File: src/inc/epis_regs.svh
/*
 * Register offsets, field positions and reset values of the external pin interrupt sense block.
 * Assumes APB byte addressing with one aligned 32-bit word per register.
 */
`ifndef EPIS_REGS_SVH
`define EPIS_REGS_SVH

// ==========================================================================
// Offsets
// ==========================================================================
`define EPIS_OFS_SENSE      12'h000
`define EPIS_OFS_LINE_EN    12'h004
`define EPIS_OFS_LINE_FLAG  12'h008
`define EPIS_OFS_CHG_EN     12'h00c
`define EPIS_OFS_CHG_FLAG   12'h010
`define EPIS_OFS_MASK_UPPER 12'h014
`define EPIS_OFS_MASK_LOWER 12'h018
`define EPIS_OFS_GLOBAL     12'h01c
`define EPIS_OFS_PIN_STATE  12'h020

// ==========================================================================
// Fields and reset values
// ==========================================================================
`define EPIS_SENSE_A_LSB    0
`define EPIS_SENSE_B_LSB    2
`define EPIS_SENSE_RST      4'h0
`define EPIS_MASK_RST       8'h00
`define EPIS_EN_RST         2'h0

// Vector word addresses, two words apart
`define EPIS_VEC_LINE_A     16'h0002
`define EPIS_VEC_LINE_B     16'h0004
`define EPIS_VEC_CHG_LOWER  16'h0006
`define EPIS_VEC_CHG_UPPER  16'h0008

`endif

File: src/inc/epis_pkg.sv
/*
 * Types of the external pin interrupt sense block.
 * Assumes epis_regs.svh supplies the numeric constants.
 */
package epis_pkg;

    typedef enum logic [1:0] {
        EPIS_LOW_LEVEL = 2'b00,
        EPIS_ANY_EDGE  = 2'b01,
        EPIS_FALL_EDGE = 2'b10,
        EPIS_RISE_EDGE = 2'b11
    } epis_sense_t;

    typedef enum logic [1:0] {
        EPIS_APB_IDLE   = 2'b00,
        EPIS_APB_ACCESS = 2'b01
    } epis_apb_state_t;

    typedef struct packed {
        logic [1:0] sync1;
        logic [1:0] sync2;
        logic [1:0] prev;
        logic [1:0] pulse;
    } epis_edge_state_t;

endpackage : epis_pkg

File: src/inc/epis_edge_if.sv
/*
 * Interface carrying the dedicated-line samples and decoded requests between the top and the detector.
 * Assumes one clock domain, that of the top module.
 */
`timescale 1ns/1ps
interface epis_edge_if;
    logic [1:0]              lines;
    logic [3:0]              sense;
    logic [1:0]              edge_hit;
    logic [1:0]              level_hit;
    logic [1:0]              line_sync;

    modport top (output lines, output sense, input edge_hit, input level_hit, input line_sync);
    modport det (input lines, input sense, output edge_hit, output level_hit, output line_sync);
endinterface : epis_edge_if

File: src/design/epis_top.sv
/*
 * External pin interrupt sense: two dedicated lines and sixteen change-watch pins, APB register slave.
 * Assumes an APB master on mclk_i and raw asynchronous pins; the core acknowledges handler entry.
 */
`timescale 1ns/1ps
`include "epis_regs.svh"

module epis_top (
    input  wire logic        mclk_i,
    input  wire logic        arst_n_i,
    input  wire logic        psel_i,
    input  wire logic        penable_i,
    input  wire logic        pwrite_i,
    input  wire logic [11:0] paddr_i,
    input  wire logic [31:0] pwdata_i,
    output logic      [31:0] prdata_o,
    output logic             pready_o,
    output logic             pslverr_o,
    input  wire logic [1:0]  ext_lines_i,
    input  wire logic [15:0] change_watch_pins_i,
    input  wire logic [3:0]  irq_ack_i,
    output logic      [3:0]  irq_req_o,
    output logic      [15:0] irq_vector_o,
    output logic             wake_o
);
    typedef struct packed {
        logic [3:0]  sense;
        logic [1:0]  line_en;
        logic [1:0]  line_flag;
        logic [1:0]  chg_en;
        logic [1:0]  chg_flag;
        logic [7:0]  mask_upper;
        logic [7:0]  mask_lower;
        logic        global_en;
        logic [15:0] pin_s1;
        logic [15:0] pin_s2;
        logic [15:0] pin_prev;
        logic [31:0] rdata;
        logic        ready;
        logic        slverr;
        logic [3:0]  req;
        logic [15:0] vector;
        logic        wake;
        epis_pkg::epis_apb_state_t apb;
    } epis_state_t;

    epis_state_t st_r;
    epis_state_t st_nxt;
    epis_edge_if eif ();

    assign eif.lines = ext_lines_i;
    assign eif.sense = st_r.sense;

    epis_edge_det u_det (
        .mclk_i   (mclk_i),
        .arst_n_i (arst_n_i),
        .eif      (eif)
    );

    // ==========================================================================
    // Unclocked wake path
    // ==========================================================================
    // Changes latch a reference-free toggle: pin differs from the third-stage clocked sample pin_prev, one older than pin_s2
    logic [15:0] chg_async;
    logic [1:0]  lvl_async;
    always_comb begin
        chg_async = (change_watch_pins_i ^ st_r.pin_prev) & {st_r.mask_upper, st_r.mask_lower};
        for (int i = 0; i < 2; i++) begin
            lvl_async[i] = st_r.line_en[i] & (st_r.sense[2*i +: 2] == 2'b00) & ~ext_lines_i[i];
        end
    end
    // Combinational wake request; registered copy drives the port
    logic wake_async;
    assign wake_async = (|(chg_async[15:8]) & st_r.chg_en[1]) | (|(chg_async[7:0]) & st_r.chg_en[0])
                      | (|lvl_async);

    // ==========================================================================
    // Next state
    // ==========================================================================
    logic [15:0] toggled;
    logic        wr_acc;
    logic        rd_acc;
    logic        hit;
    logic [31:0] rd_val;
    logic [1:0]  line_set;
    logic [1:0]  chg_set;
    logic [1:0]  line_clr;
    logic [1:0]  chg_clr;
    logic [1:0]  line_irq;

    always_comb begin
        st_nxt          = st_r;
        st_nxt.pin_s1   = change_watch_pins_i;
        st_nxt.pin_s2   = st_r.pin_s1;
        st_nxt.pin_prev = st_r.pin_s2;
        toggled = (st_r.pin_s2 ^ st_r.pin_prev) & {st_r.mask_upper, st_r.mask_lower};
        chg_set = {|toggled[15:8], |toggled[7:0]};
        line_set = eif.edge_hit;

        wr_acc = psel_i & penable_i & pwrite_i & (st_r.apb == epis_pkg::EPIS_APB_ACCESS);
        rd_acc = psel_i & penable_i & ~pwrite_i & (st_r.apb == epis_pkg::EPIS_APB_ACCESS);
        hit    = 1'b1;
        rd_val = 32'h0000_0000;
        case (paddr_i)
            `EPIS_OFS_SENSE:      rd_val = {28'h0000000, st_r.sense};
            `EPIS_OFS_LINE_EN:    rd_val = {30'h0, st_r.line_en};
            `EPIS_OFS_LINE_FLAG:  rd_val = {30'h0, st_r.line_flag};
            `EPIS_OFS_CHG_EN:     rd_val = {30'h0, st_r.chg_en};
            `EPIS_OFS_CHG_FLAG:   rd_val = {30'h0, st_r.chg_flag};
            `EPIS_OFS_MASK_UPPER: rd_val = {24'h000000, st_r.mask_upper};
            `EPIS_OFS_MASK_LOWER: rd_val = {24'h000000, st_r.mask_lower};
            `EPIS_OFS_GLOBAL:     rd_val = {31'h0, st_r.global_en};
            `EPIS_OFS_PIN_STATE:  rd_val = {14'h0, eif.line_sync, st_r.pin_s2};
            default:              hit = 1'b0;
        endcase

        line_clr = {irq_ack_i[1], irq_ack_i[0]};
        chg_clr  = {irq_ack_i[3], irq_ack_i[2]};
        if (wr_acc && hit) begin
            case (paddr_i)
                `EPIS_OFS_SENSE:      st_nxt.sense = pwdata_i[3:0];
                `EPIS_OFS_LINE_EN:    st_nxt.line_en = pwdata_i[1:0];
                `EPIS_OFS_LINE_FLAG:  line_clr = line_clr | pwdata_i[1:0];
                `EPIS_OFS_CHG_EN:     st_nxt.chg_en = pwdata_i[1:0];
                `EPIS_OFS_CHG_FLAG:   chg_clr = chg_clr | pwdata_i[1:0];
                `EPIS_OFS_MASK_UPPER: st_nxt.mask_upper = pwdata_i[7:0];
                `EPIS_OFS_MASK_LOWER: st_nxt.mask_lower = pwdata_i[7:0];
                `EPIS_OFS_GLOBAL:     st_nxt.global_en = pwdata_i[0];
                default:              st_nxt.global_en = st_r.global_en;
            endcase
        end

        // Set wins over clear
        st_nxt.line_flag = (st_r.line_flag & ~line_clr) | line_set;
        st_nxt.chg_flag  = (st_r.chg_flag & ~chg_clr) | chg_set;
        for (int i = 0; i < 2; i++) begin
            if (st_r.sense[2*i +: 2] == 2'b00) begin
                st_nxt.line_flag[i] = 1'b0;
            end
        end

        // Level request follows the synchronised pin, with no flag
        for (int i = 0; i < 2; i++) begin
            line_irq[i] = (st_r.line_flag[i] | eif.level_hit[i]) & st_r.line_en[i] & st_r.global_en;
        end
        st_nxt.req = {st_r.chg_flag & st_r.chg_en & {2{st_r.global_en}}, line_irq};

        // Fixed priority: lowest vector first
        if (st_nxt.req[0]) begin
            st_nxt.vector = `EPIS_VEC_LINE_A;
        end else if (st_nxt.req[1]) begin
            st_nxt.vector = `EPIS_VEC_LINE_B;
        end else if (st_nxt.req[2]) begin
            st_nxt.vector = `EPIS_VEC_CHG_LOWER;
        end else if (st_nxt.req[3]) begin
            st_nxt.vector = `EPIS_VEC_CHG_UPPER;
        end else begin
            st_nxt.vector = 16'h0000;
        end
        st_nxt.wake = wake_async;

        // APB slave: one wait-free access phase
        st_nxt.ready  = 1'b0;
        st_nxt.slverr = 1'b0;
        case (st_r.apb)
            epis_pkg::EPIS_APB_IDLE: begin
                if (psel_i && !penable_i) begin
                    st_nxt.apb    = epis_pkg::EPIS_APB_ACCESS;
                    st_nxt.ready  = 1'b1;
                    st_nxt.slverr = ~hit;
                    st_nxt.rdata  = pwrite_i ? 32'h0000_0000 : rd_val;
                end
            end
            epis_pkg::EPIS_APB_ACCESS: begin
                st_nxt.apb = epis_pkg::EPIS_APB_IDLE;
                if (!(wr_acc || rd_acc)) begin
                    st_nxt.rdata = 32'h0000_0000;
                end
            end
            default: st_nxt.apb = epis_pkg::EPIS_APB_IDLE;
        endcase
    end

    always_ff @(posedge mclk_i or negedge arst_n_i) begin
        if (!arst_n_i) begin
            st_r <= '{sense: `EPIS_SENSE_RST, line_en: `EPIS_EN_RST, line_flag: 2'h0, chg_en: `EPIS_EN_RST,
                      chg_flag: 2'h0, mask_upper: `EPIS_MASK_RST, mask_lower: `EPIS_MASK_RST,
                      global_en: 1'b0, pin_s1: 16'h0000, pin_s2: 16'h0000, pin_prev: 16'h0000,
                      rdata: 32'h0000_0000, ready: 1'b0, slverr: 1'b0, req: 4'h0, vector: 16'h0000,
                      wake: 1'b0, apb: epis_pkg::EPIS_APB_IDLE};
        end else begin
            st_r <= st_nxt;
        end
    end

    assign prdata_o     = st_r.rdata;
    assign pready_o     = st_r.ready;
    assign pslverr_o    = st_r.slverr;
    assign irq_req_o    = st_r.req;
    assign irq_vector_o = st_r.vector;
    assign wake_o       = st_r.wake;

    // ==========================================================================
    // Checks
    // ==========================================================================
    a_gate_enable: assert property (@(posedge mclk_i) disable iff (!arst_n_i)
        irq_req_o[0] |-> $past(st_r.global_en) && $past(st_r.line_en[0]))
        else $error("line a request without both enables");
    a_level_clear: assert property (@(posedge mclk_i) disable iff (!arst_n_i)
        (st_r.sense[1:0] == 2'b00) |=> !st_r.line_flag[0])
        else $error("line a flag set in level mode");
    a_mask_block: assert property (@(posedge mclk_i) disable iff (!arst_n_i)
        (st_r.mask_lower == 8'h00 && !st_r.chg_flag[0]) |=> !st_r.chg_flag[0])
        else $error("lower flag set with all pins masked");
    a_toggle_flag: assert property (@(posedge mclk_i) disable iff (!arst_n_i)
        (|((st_r.pin_s2[15:8] ^ st_r.pin_prev[15:8]) & st_r.mask_upper)) |=> st_r.chg_flag[1])
        else $error("upper toggle did not set flag");
    a_level_hold: assert property (@(posedge mclk_i) disable iff (!arst_n_i)
        (st_r.global_en && st_r.line_en[1] && st_r.sense[3:2] == 2'b00 && !eif.line_sync[1]) |=> irq_req_o[1])
        else $error("held low level not requested");
    a_sense_rsvd: assert property (@(posedge mclk_i) disable iff (!arst_n_i)
        (pready_o && $past(paddr_i) == `EPIS_OFS_SENSE) |-> prdata_o[31:4] == 28'h0000000)
        else $error("sense upper bits not zero");
    a_vector_map: assert property (@(posedge mclk_i) disable iff (!arst_n_i)
        (irq_req_o == 4'b0100) |-> irq_vector_o == 16'h0006)
        else $error("lower group vector wrong");
    a_ready_one: assert property (@(posedge mclk_i) disable iff (!arst_n_i)
        (psel_i && !penable_i && st_r.apb == epis_pkg::EPIS_APB_IDLE) |=> pready_o ##1 !pready_o)
        else $error("ready not a single cycle after setup");

endmodule : epis_top

File: src/design/epis_edge_det.sv
/*
 * Clocked edge and level detector for the two dedicated interrupt lines.
 * Assumes raw pin levels from outside the clock domain; they pass two flip-flops first.
 */
`timescale 1ns/1ps
module epis_edge_det (
    input  wire logic         mclk_i,
    input  wire logic         arst_n_i,
    epis_edge_if.det          eif
);
    epis_pkg::epis_edge_state_t st_r;
    epis_pkg::epis_edge_state_t st_nxt;

    // ==========================================================================
    // Detection
    // ==========================================================================
    always_comb begin
        st_nxt       = st_r;
        st_nxt.sync1 = eif.lines;
        st_nxt.sync2 = st_r.sync1;
        st_nxt.prev  = st_r.sync2;
        for (int i = 0; i < 2; i++) begin
            case (epis_pkg::epis_sense_t'(eif.sense[2*i +: 2]))
                epis_pkg::EPIS_ANY_EDGE:  st_nxt.pulse[i] = st_r.sync2[i] ^ st_r.prev[i];
                epis_pkg::EPIS_FALL_EDGE: st_nxt.pulse[i] = st_r.prev[i] & ~st_r.sync2[i];
                epis_pkg::EPIS_RISE_EDGE: st_nxt.pulse[i] = ~st_r.prev[i] & st_r.sync2[i];
                default:                  st_nxt.pulse[i] = 1'b0;
            endcase
        end
    end

    always_ff @(posedge mclk_i or negedge arst_n_i) begin
        if (!arst_n_i) begin
            st_r <= '{sync1: 2'b11, sync2: 2'b11, prev: 2'b11, pulse: 2'b00};
        end else begin
            st_r <= st_nxt;
        end
    end

    assign eif.edge_hit  = st_r.pulse;
    assign eif.line_sync = st_r.sync2;

    // Level sensing is the synchronised low level in low-level mode
    for (genvar g = 0; g < 2; g++) begin : g_lvl
        assign eif.level_hit[g] = (eif.sense[2*g +: 2] == 2'b00) & ~st_r.sync2[g];
    end

    a_rise_pulse: assert property (@(posedge mclk_i) disable iff (!arst_n_i)
        (eif.sense[1:0] == 2'b11 && $stable(eif.sense) && !st_r.prev[0] && st_r.sync2[0]) |=> eif.edge_hit[0])
        else $error("rising edge on line a gave no pulse");
    a_fall_pulse: assert property (@(posedge mclk_i) disable iff (!arst_n_i)
        (eif.sense[3:2] == 2'b10 && $stable(eif.sense) && st_r.prev[1] && !st_r.sync2[1]) |=> eif.edge_hit[1])
        else $error("falling edge on line b gave no pulse");
    a_single_pulse: assert property (@(posedge mclk_i) disable iff (!arst_n_i)
        eif.edge_hit[0] |=> !eif.edge_hit[0])
        else $error("edge pulse lasted more than one cycle");

endmodule : epis_edge_det

File: config.mk
export PLATFORM = sky130hd
export DESIGN_NAME = epis_top
export DESIGN_NICKNAME = d
export VERILOG_FILES = /design/src/inc/epis_pkg.sv /design/src/inc/epis_edge_if.sv /design/src/design/epis_top.sv /design/src/design/epis_edge_det.sv
export VERILOG_INCLUDE_DIRS = /design/src /design/src/inc
export SDC_FILE = /design/constraint.sdc
export NUM_CORES = 1
export LEC_CHECK = 0
export BUFFER_PORTS_ARGS = -buffer_cell sky130_fd_sc_hd__buf_2
export CORE_ASPECT_RATIO = 0.6
export CORE_MARGIN = 2
export CORE_UTILIZATION = 55
export DETAILED_ROUTE_END_ITERATION = 8
export PLACE_DENSITY = 0.93
export SETUP_SLACK_MARGIN = 0.15
export SYNTH_ARGS = -nofsm -noshare
export SYNTH_HDL_FRONTEND = slang
export SYNTH_SLANG_ARGS = --single-unit
File: constraint.sdc
create_clock -name mclk_i -period 3.95 [get_ports mclk_i]
set_clock_uncertainty 0.15 [all_clocks]
set_input_delay 0.79 -clock mclk_i [delete_from_list [all_inputs] [get_ports mclk_i]]
set_output_delay 0.79 -clock mclk_i [all_outputs]
set_load 0.05 [all_outputs]
==> flow_metrics.tcl <==
set metrics [dict create \
    status "finished, final reports clean" \
    synth-seq-area-share 0.5578 \
    max_cap_violations 0 \
    setup_viol 0 \
    place_hpwl_mm 8.412 \
    synth-simple-area-share 0.1074 \
    seqCellArea_sq_um 2860 \
    netlist-cell-type-count 56 \
    h-tree-depth 4 \
    synth-edff-count 0 \
    syn_area_sq_um 5127 \
    drive_above_1_share 0.3239 \
    core_area_sq_um 9121 \
    ys_ff_latch 114 \
    hold_end "st_nxt[63]" \
    die_w_um 128.7 \
    synth_cells 418 \
    utilization 0.6620 \
    cp-startpoint "paddr_i[7]" \
    wirelength_mm 12.15 \
    cp.arrival_ns 2.87 \
    vias 3564 \
    worstSetupPathType "in -> reg" \
    wl_per_cell_um 19.91 \
    swShare 0.2298 \
    ff2ff_setup_slack_ns 1.65 \
    timing.rr.end "prdata_o[1]" \
    rsz0062_at_grt "no" \
    numClockSinks 114 \
    period_needed_ns 2.732 \
    fp.dieH_um 78.79 \
    fin_total_pwr_w 0.003122 \
    ant_nets 0 \
    top_usage_layer "met2" \
    root_buffer "clkbuf_16" \
    powerDensity_nw_per_um2 517.0 \
    drc_errors 0 \
    timing.fmax_ghz 0.3661 \
    synth_commonest_cells "dfrtp_1, buf_4, xor2_1" \
    grt_usage 0.2580 \
    pwr-share-seq 0.393 \
    use_met1 0.3587 \
    first_pass_iters 5 \
    hold_buffers 0 \
    dieArea_sq_um 10140 \
    grt_pass1_vias 3507 \
    relSlewSlack 0.4451 \
    r2r_start "st_r[0]" \
    gp_congestion 0.9844 \
    multiInputGateArea_sq_um 1861 \
    syn_to_final_growth_pct 17.76 \
    min_from "st_nxt[79]" \
    synth_most_common_cell "dfrtp_1" \
    clk_pin_slew_worst_paths_ns 0.05 \
    synthDominantCellAreaShare 0.5271 \
    numCtsBuffers 17 \
    grt_overflow 0 \
    path_max_fanout 8 \
    worst_r2r_path_depth 4 \
    pwr-share-clk 0.542 \
    fin_crit_sh 0.6915 \
    power_frac_comb 0.065 \
    synth_compound_area_frac 0.1061 \
    port_buffers 74 \
    synth_top_cell_by_area "dfrtp_1" \
    final_hold_viol_count 0 \
    synth_area_leaders "dfrtp_1, buf_4, mux2_2" \
    cts_resized 0 \
    syn_avg_cell_area_sq_um 12.27 \
    hold-path-cell-count 0 \
    required_ns 4.09 \
    viasPerCell 5.843 \
    p_int_w 0.002404 \
    io_pins 126 \
    maxSlewViolCount 0 \
    num_rows 27 \
    grt_max_degree 69 \
    drt_iter0_drc 384 \
    antenna_found_initial 0 \
    clock_latency_ns 0.41 \
    clk_path_buf_depth 2 \
    synthAdderAreaFrac 0.009761 \
    yosys_most_used_dff "dfrtp_1" \
    fin_nets 556 \
    synth_top_family_by_area "simple AND/OR/NAND/NOR gates" \
    diodes 0 \
    synth_xor_area_frac 0.05466 \
    ir_drop_uv 376.2 \
    end_kind "register" \
    p_leak_nw 2.974 \
    synth_mux_area_frac 0.06515 \
    cts_setup_buffers 0 \
    grtUsageMet3 0.08491 \
    yosys_warnings 0 \
    grt_first_pass_wirelength_mm 19.11 \
    fillerInstances 659 \
    use_met2 0.3831 \
    worst_slew_pin_slew_ns 0.8323 \
    async_flop_share 1.000 \
    switchingPower_w 0.0007173 \
    start_kind "primary input" \
    initial_core_util 0.5621 \
    tns_ns 0 \
    min_path_type "reg -> reg" \
    cts_tree "yes" \
]
## placed cells by master (no fill, tap or decap), types with 5 or more instances in the layout
master | synthesis | final
and3_1 | 5 | 5
xor2_1 | 32 | 32
a22oi_1 | 19 | 19
nor2_1 | 6 | 6
mux2_2 | 25 | 25
nor3_1 | 6 | 6
nand2_1 | 12 | 12
buf_2 | 4 | 73
a211oi_1 | 5 | 5
nand4_1 | 10 | 10
a22o_1 | 11 | 11
o21ai_0 | 9 | 9
clkinvlp_4 | 0 | 5
clkbuf_16 | 0 | 17
dfstp_2 | 6 | 6
conb_1 | 1 | 27
bufinv_16 | 0 | 5
nand3_1 | 15 | 15
buf_4 | 52 | 9
dfrtp_1 | 108 | 108
inv_1 | 16 | 16
## power groups by stage
stage                     Combinational [W]  Sequential [W]  Clock (W)
after global placement             0.000195         0.00124          0
after CTS                          0.000202         0.00123    0.00171
after floorplan                    0.000137         0.00124          0
final                              0.000203         0.00123    0.00169
after global routing               0.000220         0.00123    0.00177
after detailed placement           0.000200         0.00125          0
## layer usage
metal	vias to the layer above	wire length (um)
li1	1566	-
met1	1795	5354
met2	186	5569
met3	17	1085
met4	0	138
met5	-	0
## cell families after synthesis
kind of cell	count (synthesis)
AOI/OAI and AO/OA	70
xor gates and xnor gates	32
adders and majority gates	4
muxes	29
DFF	114
buffers and inverters	81
and+or+nand+nor	87
other	1
## critical path, cell delays in order
cell and delay [ns]:
buf_2 0.11, or4_4 0.55, or3_1 0.56, nor3_4 0.47
mux2_2 0.40
## per-stage QoR
step / hold slack, ns / instances / area, sq um / setup slack [ns]
after floorplan: 0.1812 / 444 / 5225 / 1.158
after global placement: 0.1814 / 578 / 5379 / 0.8610
after detailed placement: 0.1855 / 578 / 5379 / 0.8151
after CTS: 0.1942 / 610 / 6038 / 1.244
after global routing: 0.2029 / 610 / 6038 / 1.172
final: 0.1912 / 610 / 6038 / 1.218
## cell type report
cell class | instances | share of cell area
tap | 116 | 0.02404
clock inverter | 13 | 0.03419
multi-input combinational | 249 | 0.3081
sequential | 114 | 0.4737
clock buffer | 19 | 0.07501
timing repair buffer | 83 | 0.07501
inverter | 16 | 0.009946
## sequential cells by signal (all words and copies together) (netlist names)
| register | flops |
|---|---|
| st_nxt | 32 |
| irq_vector_o | 3 |
| u_det.eif.edge_hit | 2 |
| prdata_o | 18 |
| eif.sense | 4 |
| wake_o | 1 |
| u_det.eif.line_sync | 2 |
| pslverr_o | 1 |
| irq_req_o | 4 |
| u_det.st_nxt | 2 |
| st_r | 42 |
| u_det.st_r | 2 |
| pready_o | 1 |
## how the worst max path moves through the flow
| stage | end | depth (start not counted) |
|---|---|---|
| after floorplan | st_r[114] | 5 |
| after global placement | st_r[120] | 5 |
| after detailed placement | st_r[119] | 5 |
| after CTS | st_r[115] | 5 |
| after global routing | st_r[120] | 5 |
| final | st_r[109] | 5 |
(Power assumes the default switching activity.)
